File: src/include/itt_pkg.sv
// Shared constants, register map and tap decoding for the interval/timebase timer
package itt_pkg;

  // ****************************************************************
  // Register map: indices, byte address is four times the index
  // ****************************************************************
  localparam int          ADDR_W        = 18;
  localparam logic [15:0] IDX_MODE      = 16'hFFB0;
  localparam logic [15:0] IDX_COUNT     = 16'hFFB1;
  localparam logic [15:0] IDX_CLKSTOP   = 16'hFFFA;
  localparam logic [15:0] IDX_IRQ_STAT  = 16'hFFC0;
  localparam logic [15:0] IDX_IRQ_MASK  = 16'hFFC1;

  // ****************************************************************
  // Field positions and reset values
  // ****************************************************************
  localparam int         MODE_BIT      = 3;
  localparam int         CLEAR_BIT     = 2;
  localparam int         FIXED_ONE_BIT = 4;
  localparam int         RUN_BIT       = 0;
  localparam int         OVF_BIT       = 0;
  localparam logic [3:0] MODE_RST      = 4'h0;
  localparam logic [7:0] COUNT_RST     = 8'h00;
  localparam logic [7:0] CLKSTOP_RST   = 8'hFF;
  localparam logic       IRQ_RST       = 1'b0;

  // ****************************************************************
  // Prescaler widths and timing
  // ****************************************************************
  localparam int    SYS_PS_W    = 13;
  localparam int    WATCH_PS_W  = 7;
  localparam longint WATCH_HZ   = 32768;
  localparam longint TCA_STEPS  = 256;
  localparam longint PERIOD0_US = 1000000;
  localparam longint PERIOD1_US = 500000;
  localparam longint PERIOD2_US = 250000;
  localparam longint PERIOD3_US = 31250;
  // Watch clocks per counter step for each overflow period
  localparam int WDIV0 = int'(WATCH_HZ * PERIOD0_US / 1000000 / TCA_STEPS);
  localparam int WDIV1 = int'(WATCH_HZ * PERIOD1_US / 1000000 / TCA_STEPS);
  localparam int WDIV2 = int'(WATCH_HZ * PERIOD2_US / 1000000 / TCA_STEPS);
  localparam int WDIV3 = int'(WATCH_HZ * PERIOD3_US / 1000000 / TCA_STEPS);

  // Number of low system prescaler bits that divide by the selected ratio
  function automatic int unsigned itt_sys_tap(input logic [2:0] code);
    case (code)
      3'h0:    return 13;
      3'h1:    return 12;
      3'h2:    return 11;
      3'h3:    return 9;
      3'h4:    return 8;
      3'h5:    return 7;
      3'h6:    return 5;
      default: return 3;
    endcase
  endfunction : itt_sys_tap

  // Watch clocks per counter step for the selected period
  function automatic int unsigned itt_watch_div(input logic [1:0] code);
    case (code)
      2'h0:    return WDIV0;
      2'h1:    return WDIV1;
      2'h2:    return WDIV2;
      default: return WDIV3;
    endcase
  endfunction : itt_watch_div

endpackage : itt_pkg

File: src/verilog/itt_prescaler.sv
// Free-running binary prescaler with synchronous clear
`timescale 1ns/1ps
module itt_prescaler #(
  parameter int W = 13
) (
  input  wire logic         pclk,
  input  wire logic         presetn,
  input  wire logic         clear,
  input  wire logic         step,
  output logic [W-1:0]      count
);

  // ****************************************************************
  // Counter, clear has priority over stepping
  // ****************************************************************
  always_ff @(posedge pclk or negedge presetn) begin
    if (!presetn) begin
      count <= '0;
    end else if (clear) begin
      count <= '0;
    end else if (step) begin
      count <= count + W'(1);
    end
  end

endmodule : itt_prescaler

File: src/verilog/itt_timer.sv
// Interval timer and clock time base with APB registers and overflow interrupt
//
// Behaviour
// Mode bit 0: count system prescaler tap chosen by three low select bits.
// Mode bit 1, clear 0: count watch prescaler, four overflow periods.
// Mode and clear bits both 1 reset counter and watch prescaler.
// Eight-bit up-counter, read-only; bus writes never change it.
// Counter overflow sets the overflow interrupt request flag.
// Reset initialises the counter to zero.
// Counter reads return its value in active mode, zero in subactive.
// Software writes zeros to mode register bits 7 to 5.
// Mode register bit 4 always reads one, writes ignored.
// Module standby stops the timer independently of other blocks.
// Clock at maximum count overflows, wraps to zero, keeps counting.
// Interrupt output raised only while the overflow enable bit is one.
// Run bit resets to one; writing zero halts the counter.
// While run bit is zero the mode bit cannot be rewritten.
//
// Our own choice: the APB register port.
`timescale 1ns/1ps
module itt_timer
  import itt_pkg::*;
(
  input  wire logic              pclk,
  input  wire logic              presetn,
  input  wire logic              psel,
  input  wire logic              penable,
  input  wire logic              pwrite,
  input  wire logic [ADDR_W-1:0] paddr,
  input  wire logic [31:0]       pwdata,
  output logic      [31:0]       prdata,
  output logic                   pready,
  output logic                   pslverr,
  input  wire logic              watch_clk_in,
  input  wire logic              cpu_subactive,
  output logic                   irq
);

  // ****************************************************************
  // Declarations
  // ****************************************************************
  logic [3:0]            mode_sel;
  logic [7:0]            clk_stop;
  logic [7:0]            count;
  logic                  ovf_flag;
  logic                  ovf_en;
  logic                  w_meta;
  logic                  w_sync;
  logic                  w_prev;
  logic                  wtick;
  logic                  run;
  logic                  tb_mode;
  logic                  tb_clear;
  logic [SYS_PS_W-1:0]   sys_ps;
  logic [WATCH_PS_W-1:0] watch_ps;
  logic                  sys_tick;
  logic                  watch_tick;
  logic                  cnt_tick;
  logic                  overflow;
  logic                  access;
  logic                  wr;
  logic                  setup_rd;
  logic                  sel_mode;
  logic                  sel_count;
  logic                  sel_stop;
  logic                  sel_stat;
  logic                  sel_mask;
  logic                  mapped;
  logic [31:0]           next_prdata;

  // Address match against a register index
  function automatic logic hit(input logic [ADDR_W-1:0] a, input logic [15:0] idx);
    return a == {idx, 2'b00};
  endfunction : hit

  // True when the low k bits of v are all ones
  function automatic logic low_ones(input logic [SYS_PS_W-1:0] v, input int unsigned k);
    logic [SYS_PS_W-1:0] m;
    m = SYS_PS_W'((1 << k) - 1);
    return (v & m) == m;
  endfunction : low_ones

  // ****************************************************************
  // Watch clock synchroniser and edge detect
  // ****************************************************************
  always_ff @(posedge pclk or negedge presetn) begin
    if (!presetn) begin
      w_meta <= 1'b0;
      w_sync <= 1'b0;
      w_prev <= 1'b0;
    end else begin
      w_meta <= watch_clk_in;
      w_sync <= w_meta;
      w_prev <= w_sync;
    end
  end

  assign wtick = w_sync & ~w_prev;

  // ****************************************************************
  // Mode decode and standby
  // ****************************************************************
  assign run      = clk_stop[RUN_BIT];
  assign tb_mode  = mode_sel[MODE_BIT];
  assign tb_clear = mode_sel[MODE_BIT] & mode_sel[CLEAR_BIT];

  // ****************************************************************
  // Prescalers
  // ****************************************************************
  itt_prescaler #(.W(SYS_PS_W)) u_sys_ps (
    .pclk    (pclk),
    .presetn (presetn),
    .clear   (1'b0),
    .step    (run),
    .count   (sys_ps)
  );

  itt_prescaler #(.W(WATCH_PS_W)) u_watch_ps (
    .pclk    (pclk),
    .presetn (presetn),
    .clear   (tb_clear),
    .step    (run & wtick),
    .count   (watch_ps)
  );

  // Interval tap, halted in subactive mode
  assign sys_tick = run & ~cpu_subactive
                  & low_ones(sys_ps, itt_sys_tap(mode_sel[2:0]));
  // Time base tap from the watch prescaler
  assign watch_tick = run & wtick
                    & low_ones({{(SYS_PS_W-WATCH_PS_W){1'b0}}, watch_ps},
                               $clog2(itt_watch_div(mode_sel[1:0])));

  // Counter input selection
  always_comb begin
    if (tb_mode) begin
      cnt_tick = watch_tick & ~tb_clear;
    end else begin
      cnt_tick = sys_tick;
    end
  end

  assign overflow = cnt_tick & (count == 8'hFF);

  // ****************************************************************
  // Counter
  // ****************************************************************
  always_ff @(posedge pclk or negedge presetn) begin
    if (!presetn) begin
      count <= COUNT_RST;
    end else if (tb_clear) begin
      count <= COUNT_RST;
    end else if (cnt_tick) begin
      count <= count + 8'h01;
    end
  end

  // ****************************************************************
  // APB decode
  // ****************************************************************
  assign access    = psel & penable;
  assign wr        = access & pwrite;
  assign setup_rd  = psel & ~penable & ~pwrite;
  assign sel_mode  = hit(paddr, IDX_MODE);
  assign sel_count = hit(paddr, IDX_COUNT);
  assign sel_stop  = hit(paddr, IDX_CLKSTOP);
  assign sel_stat  = hit(paddr, IDX_IRQ_STAT);
  assign sel_mask  = hit(paddr, IDX_IRQ_MASK);
  assign mapped    = sel_mode | sel_count | sel_stop | sel_stat | sel_mask;
  assign pready    = 1'b1;
  assign pslverr   = access & ~mapped;

  // ****************************************************************
  // Mode register
  // ****************************************************************
  always_ff @(posedge pclk or negedge presetn) begin
    if (!presetn) begin
      mode_sel <= MODE_RST;
    end else if (wr && sel_mode) begin
      mode_sel[2:0] <= pwdata[2:0];
      if (run) begin
        mode_sel[MODE_BIT] <= pwdata[MODE_BIT];
      end
    end
  end

  // Clock stop register, run bit included
  always_ff @(posedge pclk or negedge presetn) begin
    if (!presetn) begin
      clk_stop <= CLKSTOP_RST;
    end else if (wr && sel_stop) begin
      clk_stop <= pwdata[7:0];
    end
  end

  // ****************************************************************
  // Interrupt status and enable
  // ****************************************************************
  always_ff @(posedge pclk or negedge presetn) begin
    if (!presetn) begin
      ovf_flag <= IRQ_RST;
    end else begin
      ovf_flag <= overflow
                | (ovf_flag & ~(wr & sel_stat & pwdata[OVF_BIT]));
    end
  end

  always_ff @(posedge pclk or negedge presetn) begin
    if (!presetn) begin
      ovf_en <= IRQ_RST;
    end else if (wr && sel_mask) begin
      ovf_en <= pwdata[OVF_BIT];
    end
  end

  assign irq = ovf_flag & ovf_en;

  // ****************************************************************
  // Read data, captured in the setup cycle
  // ****************************************************************
  always_comb begin
    next_prdata = 32'h0000_0000;
    if (sel_mode) begin
      next_prdata[3:0]           = mode_sel;
      next_prdata[FIXED_ONE_BIT] = 1'b1;
    end else if (sel_count) begin
      next_prdata[7:0] = cpu_subactive ? 8'h00 : count;
    end else if (sel_stop) begin
      next_prdata[7:0] = clk_stop;
    end else if (sel_stat) begin
      next_prdata[OVF_BIT] = ovf_flag;
    end else if (sel_mask) begin
      next_prdata[OVF_BIT] = ovf_en;
    end
  end

  always_ff @(posedge pclk or negedge presetn) begin
    if (!presetn) begin
      prdata <= 32'h0000_0000;
    end else if (setup_rd) begin
      prdata <= next_prdata;
    end
  end
endmodule : itt_timer

File: config.mk
export PLATFORM = sky130hd
export DESIGN_NAME = itt_timer
export DESIGN_NICKNAME = d
export VERILOG_FILES = /design/src/include/itt_pkg.sv /design/src/verilog/itt_prescaler.sv /design/src/verilog/itt_timer.sv
export SDC_FILE = /design/constraint.sdc
export NUM_CORES = 1
export LEC_CHECK = 0
export BUFFER_PORTS_ARGS = -buffer_cell sky130_fd_sc_hd__clkbuf_2
export CELL_PAD_IN_SITES_DETAIL_PLACEMENT = 1
export CELL_PAD_IN_SITES_GLOBAL_PLACEMENT = 1
export CORE_MARGIN = 2
export CORE_UTILIZATION = 39
export DETAILED_ROUTE_END_ITERATION = 8
export PLACE_DENSITY = 0.89
export RECOVER_POWER = 50
export SYNTH_ARGS = -nofsm -noshare
export SYNTH_HDL_FRONTEND = slang
export SYNTH_HIERARCHICAL = 1
export SYNTH_SLANG_ARGS = --single-unit
File: constraint.sdc
create_clock -name pclk -period 2.55 [get_ports pclk]
set_input_delay 0.3825 -clock pclk [delete_from_list [all_inputs] [get_ports pclk]]
set_output_delay 0.3825 -clock pclk [all_outputs]
set_load 0.01 [all_outputs]
Word level (Yosys, flattened, before mapping):

Cells that the tools add are included.
Widths: inputs -> output; s select.

* register bits after elaboration: 53
* bits in latches: 0
* memory bits (writable): 0
* bits in read-only memories: 0
* bits of input ports: 57
* output and inout bits: 35
* logic and storage cells: 124
* memories: 0

* $add $sub $neg: 6
* $mul: 0
* divide/modulo/power cells: 0
* $lt $le $gt $ge: 0
* equal/unequal tests: 16
* shift operators: 2
* mux-type cells: 48
* bitwise gates (word level): 31
* reductions and logical operators: 9

Operators by type and width (count)
* $eq 18x18->1 const B: 5
* $mux 5: 17
* $mux 4: 8
* $mux 8: 4
* $reduce_bool 32->1: 1
* $sub 32x1->32 const B: 1
* $pmux 4 s7: 1
* $eq 13x13->1: 2
* $sub 13x2->13 const B: 2
* $pmux 8 s3: 1
* $mux 7: 3
* $and 1x1->1: 17
* $mux 3: 5
* $add 13x1->13 const B: 1
* $and 13x13->13: 1
* $and 7x13->13: 1
* $shl 1x4->13 const A: 1
* $shl 1x6->13 const A: 1
* $mux 6: 2
* $eq 3x3->1 const B: 3
* $add 8x1->8 const B: 1
* $eq 8x8->1 const B: 1
* $add 7x1->7 const B: 1
* $not 1->1: 7
* other kinds (12): 25

Depth between registers and ports, before layout:

* depth in word-level cells: 45
* depth in mapped cells: 9
* mapped depth without buffers: 7

By module:

The synthesis kept the hierarchy.

Modules (own cells, without submodules)
* itt_timer: times used 1, cells an instance 203, area each 2023.2 um2, seq. area each 835.8 um2
* itt_prescaler (u_sys_ps): times used 1, cells an instance 66, area each 669.4 um2, seq. area each 325.3 um2
* itt_prescaler (u_watch_ps): times used 1, cells an instance 29, area each 307.8 um2, seq. area each 175.2 um2

Worst setup path after synthesis:

No wires, ideal clock.

* path type: input to register
* from: input paddr[11]
* to: register mode_sel[3]
* library setup time: 0.125 ns
* arrival: 1.863 ns
* data required time: 2.425 ns
* slack: 0.562 ns
* cell stages on the path: 6
* path buffers: 0
* path through: nand3_2 or4_4 nor3_4 and2_4 nand2_2 mux2_4

* word-level cells in the longest chain between the ends: 3

Ends and longest elaborated chain
* start, declared: RTL line itt_timer.sv:29 `input wire logic [ADDR_W-1:0] paddr,`
* $eq 18x18->1: RTL line itt_timer.sv:73 `return a == {idx, 2'b00};`
* $logic_and 1x1->1: RTL line itt_timer.sv:179 `end else if (wr && sel_mode) begin`
* $reduce_and 2->1 (no source line)
* end signal, assigned by index: RTL line itt_timer.sv:182 `mode_sel[MODE_BIT] <= pwdata[MODE_BIT];`
* end, declared: RTL line itt_timer.sv:42 `logic [3:0] mode_sel;`

Every way passes these cells.
A chain may end at the register's enable or synchronous reset.

==> impl_summary.log <==
[metrics] outcome: complete, no violations
[metrics] global-route wire length before repair: ~13000 µm
[metrics] post-CTS sizing: 0
[metrics] Hold Vio Cnt, Final: 0
[metrics] Critical Path Max Stage Delay: between 0.5 and 0.6 ns
[metrics] mean post-synth cell area: 10.1 µm²
[metrics] final weighted congestion of routability-driven global placement: ~0.76
[metrics] cell type with the highest aggregate area in the netlist: dfrtp_1
[metrics] most common library cell in the layout ignoring fill and taps: dfrtp_1
[metrics] P_int: ~1200 µW
[metrics] vias post-DR: 2514
[metrics] CP delay by family, top: simple AND/OR/NAND/NOR gates
[metrics] number of setup buffers added after CTS: 0
[metrics] final instance count without filler cells: 447
[metrics] drt initial violations: around 170
[metrics] overall power: 1540 µW
[metrics] post-layout minimum cycle time: 2.18 ns
[metrics] HPWL after DPL: 5440 µm
[metrics] critical path startpoint category: flop
[metrics] number of distinct standard cells referenced by the synthesized netlist: 60
[metrics] Crit Path Max Fanout: 13
[metrics] clk_lat worst skew: 0.30 ns
[metrics] final non-filler cell area: approximately 0.0034 mm²
[metrics] Yosys warning total: 6
[metrics] nets: 409
[metrics] Critical-path top delay cell: dfrtp_1
[metrics] Detail Route Antenna Nets: 0
[metrics] CTS tree: done
[metrics] Slew headroom: 0.284
[metrics] ratio of routed vias to standard cells: 5.62
[metrics] Setup CP Type: reg -> reg
[metrics] largest net degree at the start of global routing: 30
[metrics] FF+latch count, synth: 53
[metrics] Inserted Clock Buffers: 5
[metrics] count of final max-slew check failures: 0
[metrics] required time of the worst setup path: about 2.8 ns
[metrics] CTS max path bufs: 2
[metrics] vertical die dimension: 91.7 µm
[metrics] number of top-level pins: 92
[metrics] Stages on worst setup path: 8
[metrics] gate count of the mapped netlist: 298
[metrics] Global Route Usage Sum: 0.198
[metrics] max-cap violation count: 0
[metrics] switching share of power: 0.229
[metrics] placeable core region: approximately 0.0074 mm²
[metrics] Peak Freq: roughly 460 MHz
[metrics] drt drc: 0
[metrics] clk root buf: clkbuf_8
[metrics] Tcrit/Tclk final: 0.856
[metrics] clock-pin slew on the worst setup and hold paths: 0.10 ns
[metrics] DP Cell Count: 438
[metrics] CP startpoint: mode_sel[0]$_DFFE_PN0P_
[metrics] hold path startpoint: watch_clk_in
[metrics] most used cells in the layout excluding fill and tap cells: dfrtp_1 (45), clkbuf_2 (42), conb_1 (28)
[metrics] quantity of hold-fixing buffers added after cts: 1
[metrics] Switch Pwr: roughly 350 µW
[metrics] Leakage Power: around 0.0015 µW
[metrics] type of the worst min-delay path: in -> reg
[metrics] most instantiated flip-flop cell in the synthesis netlist: dfrtp_1
[metrics] Power Dens Cells: 457 mW/mm²
[metrics] routed wire length per instance: approximately 18 µm
[metrics] final sum of negative setup slack: 0 ns
[metrics] initial antenna violation count: 0
[metrics] Die ar.: 0.00841 mm²
[metrics] proportion of register bits with asynchronous set or reset after synthesis: 1.00
[metrics] Critical Path Sink Type: flop
[metrics] layout cells sized above 1: 0.247
[metrics] Reg2Reg Launch Point: mode_sel[0]$_DFFE_PN0P_
[metrics] fraction of synthesized cell area taken by the top area cell type: 0.375
[metrics] area of the mapped netlist: 0.00300 mm²
[metrics] worst reg-to-reg path cell count: 8
[metrics] number of flops mapped to enable cells by yosys: 0
[metrics] area added between synthesis and finish: 12.5%
[metrics] H-tree lvl count: 2
[metrics] diode insertion count for antenna repair: 0
[metrics] cell depth of the worst min-delay path: 1
[metrics] Die W: 91.7 µm
[metrics] setup repair after global routing missed its margin: false
[metrics] Clock Power Share: 0.390
[metrics] Seq. cell area: 0.00134 mm²
[metrics] largest clock skew in the final design: roughly 0.011 ns
[metrics] leading cell types by total area after synthesis: dfrtp_1 (38%), dfstp_2 (7.0%), buf_4 (6.5%)
[metrics] first-pass iteration count of the detailed router: 4
[metrics] Setup violations, final: 0
[metrics] # rows: 31
[metrics] peak supply drop: 0.226 mV
[metrics] port bufs: 42
[metrics] # clock sinks: 53
[metrics] critical path cell sequence: and2_1 -> ha_1 -> o211ai_1 -> nor3_1 -> a31oi_1 -> buf_4 -> or3_1 -> a21oi_1
[metrics] sequential cell area fraction in the yosys report: 0.445
[metrics] Initial Utilization: 0.407
[metrics] Logic pwr share: 0.064
[metrics] multi-input combinational cell area: 0.00151 mm²
[metrics] number of buffer and inverter instances along the worst setup path: 1
[metrics] transition at the pin with the smallest max-transition slack: 1.07 ns
[metrics] post-place instance area: about 0.0033 mm²
[metrics] data arrival time of the critical path: 2.40 ns
[metrics] global route overflow: 0
[metrics] via count of the first global-routing pass: 2661
[metrics] total routed wirelength: 7970 µm
[metrics] fraction of power consumed by sequential logic: 0.546
[metrics] number of fill cells: slightly below 900
==> state kept, by name, summed over array words and instances (netlist names) <==
signal	flops
clk_stop	8
count	8
mode_sel	4
ovf_en	1
ovf_flag	1
prdata	8
u_sys_ps/count	13
u_watch_ps/count	7
w_meta	1
w_prev	1
w_sync	1
==> worst reg2reg max path: stages (launching register included) <==
cell and delay [ns]:
dfrtp_1 0.53, and2_1 0.23, ha_1 0.28, o211ai_1 0.10
nor3_1 0.21, a31oi_1 0.06, buf_4 0.19, or3_1 0.36
a21oi_1 0.15
==> final cells by class <==
cell class / instances / area share
Tap cell: 99 / 0.0367
Clock inverter: 2 / 0.0111
Multi-Input combinational cell: 232 / 0.449
Clock buffer: 6 / 0.0245
Sequential cell: 53 / 0.396
Timing Repair Buffer: 49 / 0.0764
Inverter: 6 / 0.00667
==> stage by stage <==
step	utilization	hold WS, ns	setup slack, ns
floorplan	-	0.0869	0.562
global placement	0.441	0.215	0.442
detailed placement	0.441	0.217	0.390
CTS	0.459	0.169	0.367
global route	0.458	0.160	0.182
finish	0.458	0.183	0.368
==> synth_stat cells, types with 7 or more instances <==
| master | number |
|---|---|
| xor2_1 | 7 |
| dfstp_2 | 8 |
| or3_1 | 9 |
| nand3_1 | 8 |
| nor2_1 | 17 |
| o21ai_0 | 16 |
| mux2_2 | 11 |
| nand4_1 | 8 |
| a21oi_1 | 17 |
| nand2_1 | 23 |
| dfrtp_1 | 45 |
| buf_4 | 26 |
==> kinds of logic after synthesis <==
| group | after synthesis | synth area share |
|---|---|---|
| adders and majority gates | 5 | 0.0209 |
| buffers and inverters | 39 | 0.0826 |
| and+or+nand+nor | 107 | 0.214 |
| xor gates and xnor gates | 9 | 0.0263 |
| DFF | 53 | 0.445 |
| muxes | 20 | 0.0738 |
| other | 2 | 0.00250 |
| AOI/OAI and AO/OA | 63 | 0.135 |
==> power groups by stage <==
stage          registers [µW]  clock network (µW)  logic (µW)
4_1_cts                   844                 615        96.4
3_3_place_gp              860                   0        90.7
3_5_place_dp              860                   0        93.5
6_report                  844                 602        98.7
2_1_floorplan             860                   0        68.1
5_1_grt                   844                 654         109
==> routing by layer <==
metal,vias to the layer above,routed length [µm],GRT usage
li1,1141,-,-
met1,1266,3190,0.236
met2,83,4180,0.352
met3,24,363,0.0329
met4,0,231,0.0821
met5,-,0,0
==> worst paths after layout <==
path | endpoint | slack (ns)
worst min-delay path | w_meta$_DFF_PN0_ | 0.18
min in group asynchronous | prdata[6]$_DFFE_PN0P_ | 0.46
worst min register to register | w_sync$_DFF_PN0_ | 0.36
worst max register to register | count[3]$_DFFE_PN0P_ | 0.37
max in group asynchronous | u_watch_ps/count[3]$_DFFE_PN0P_ | 0.80
worst max-delay path | count[3]$_DFFE_PN0P_ | 0.37
(Power assumes the default switching activity.)
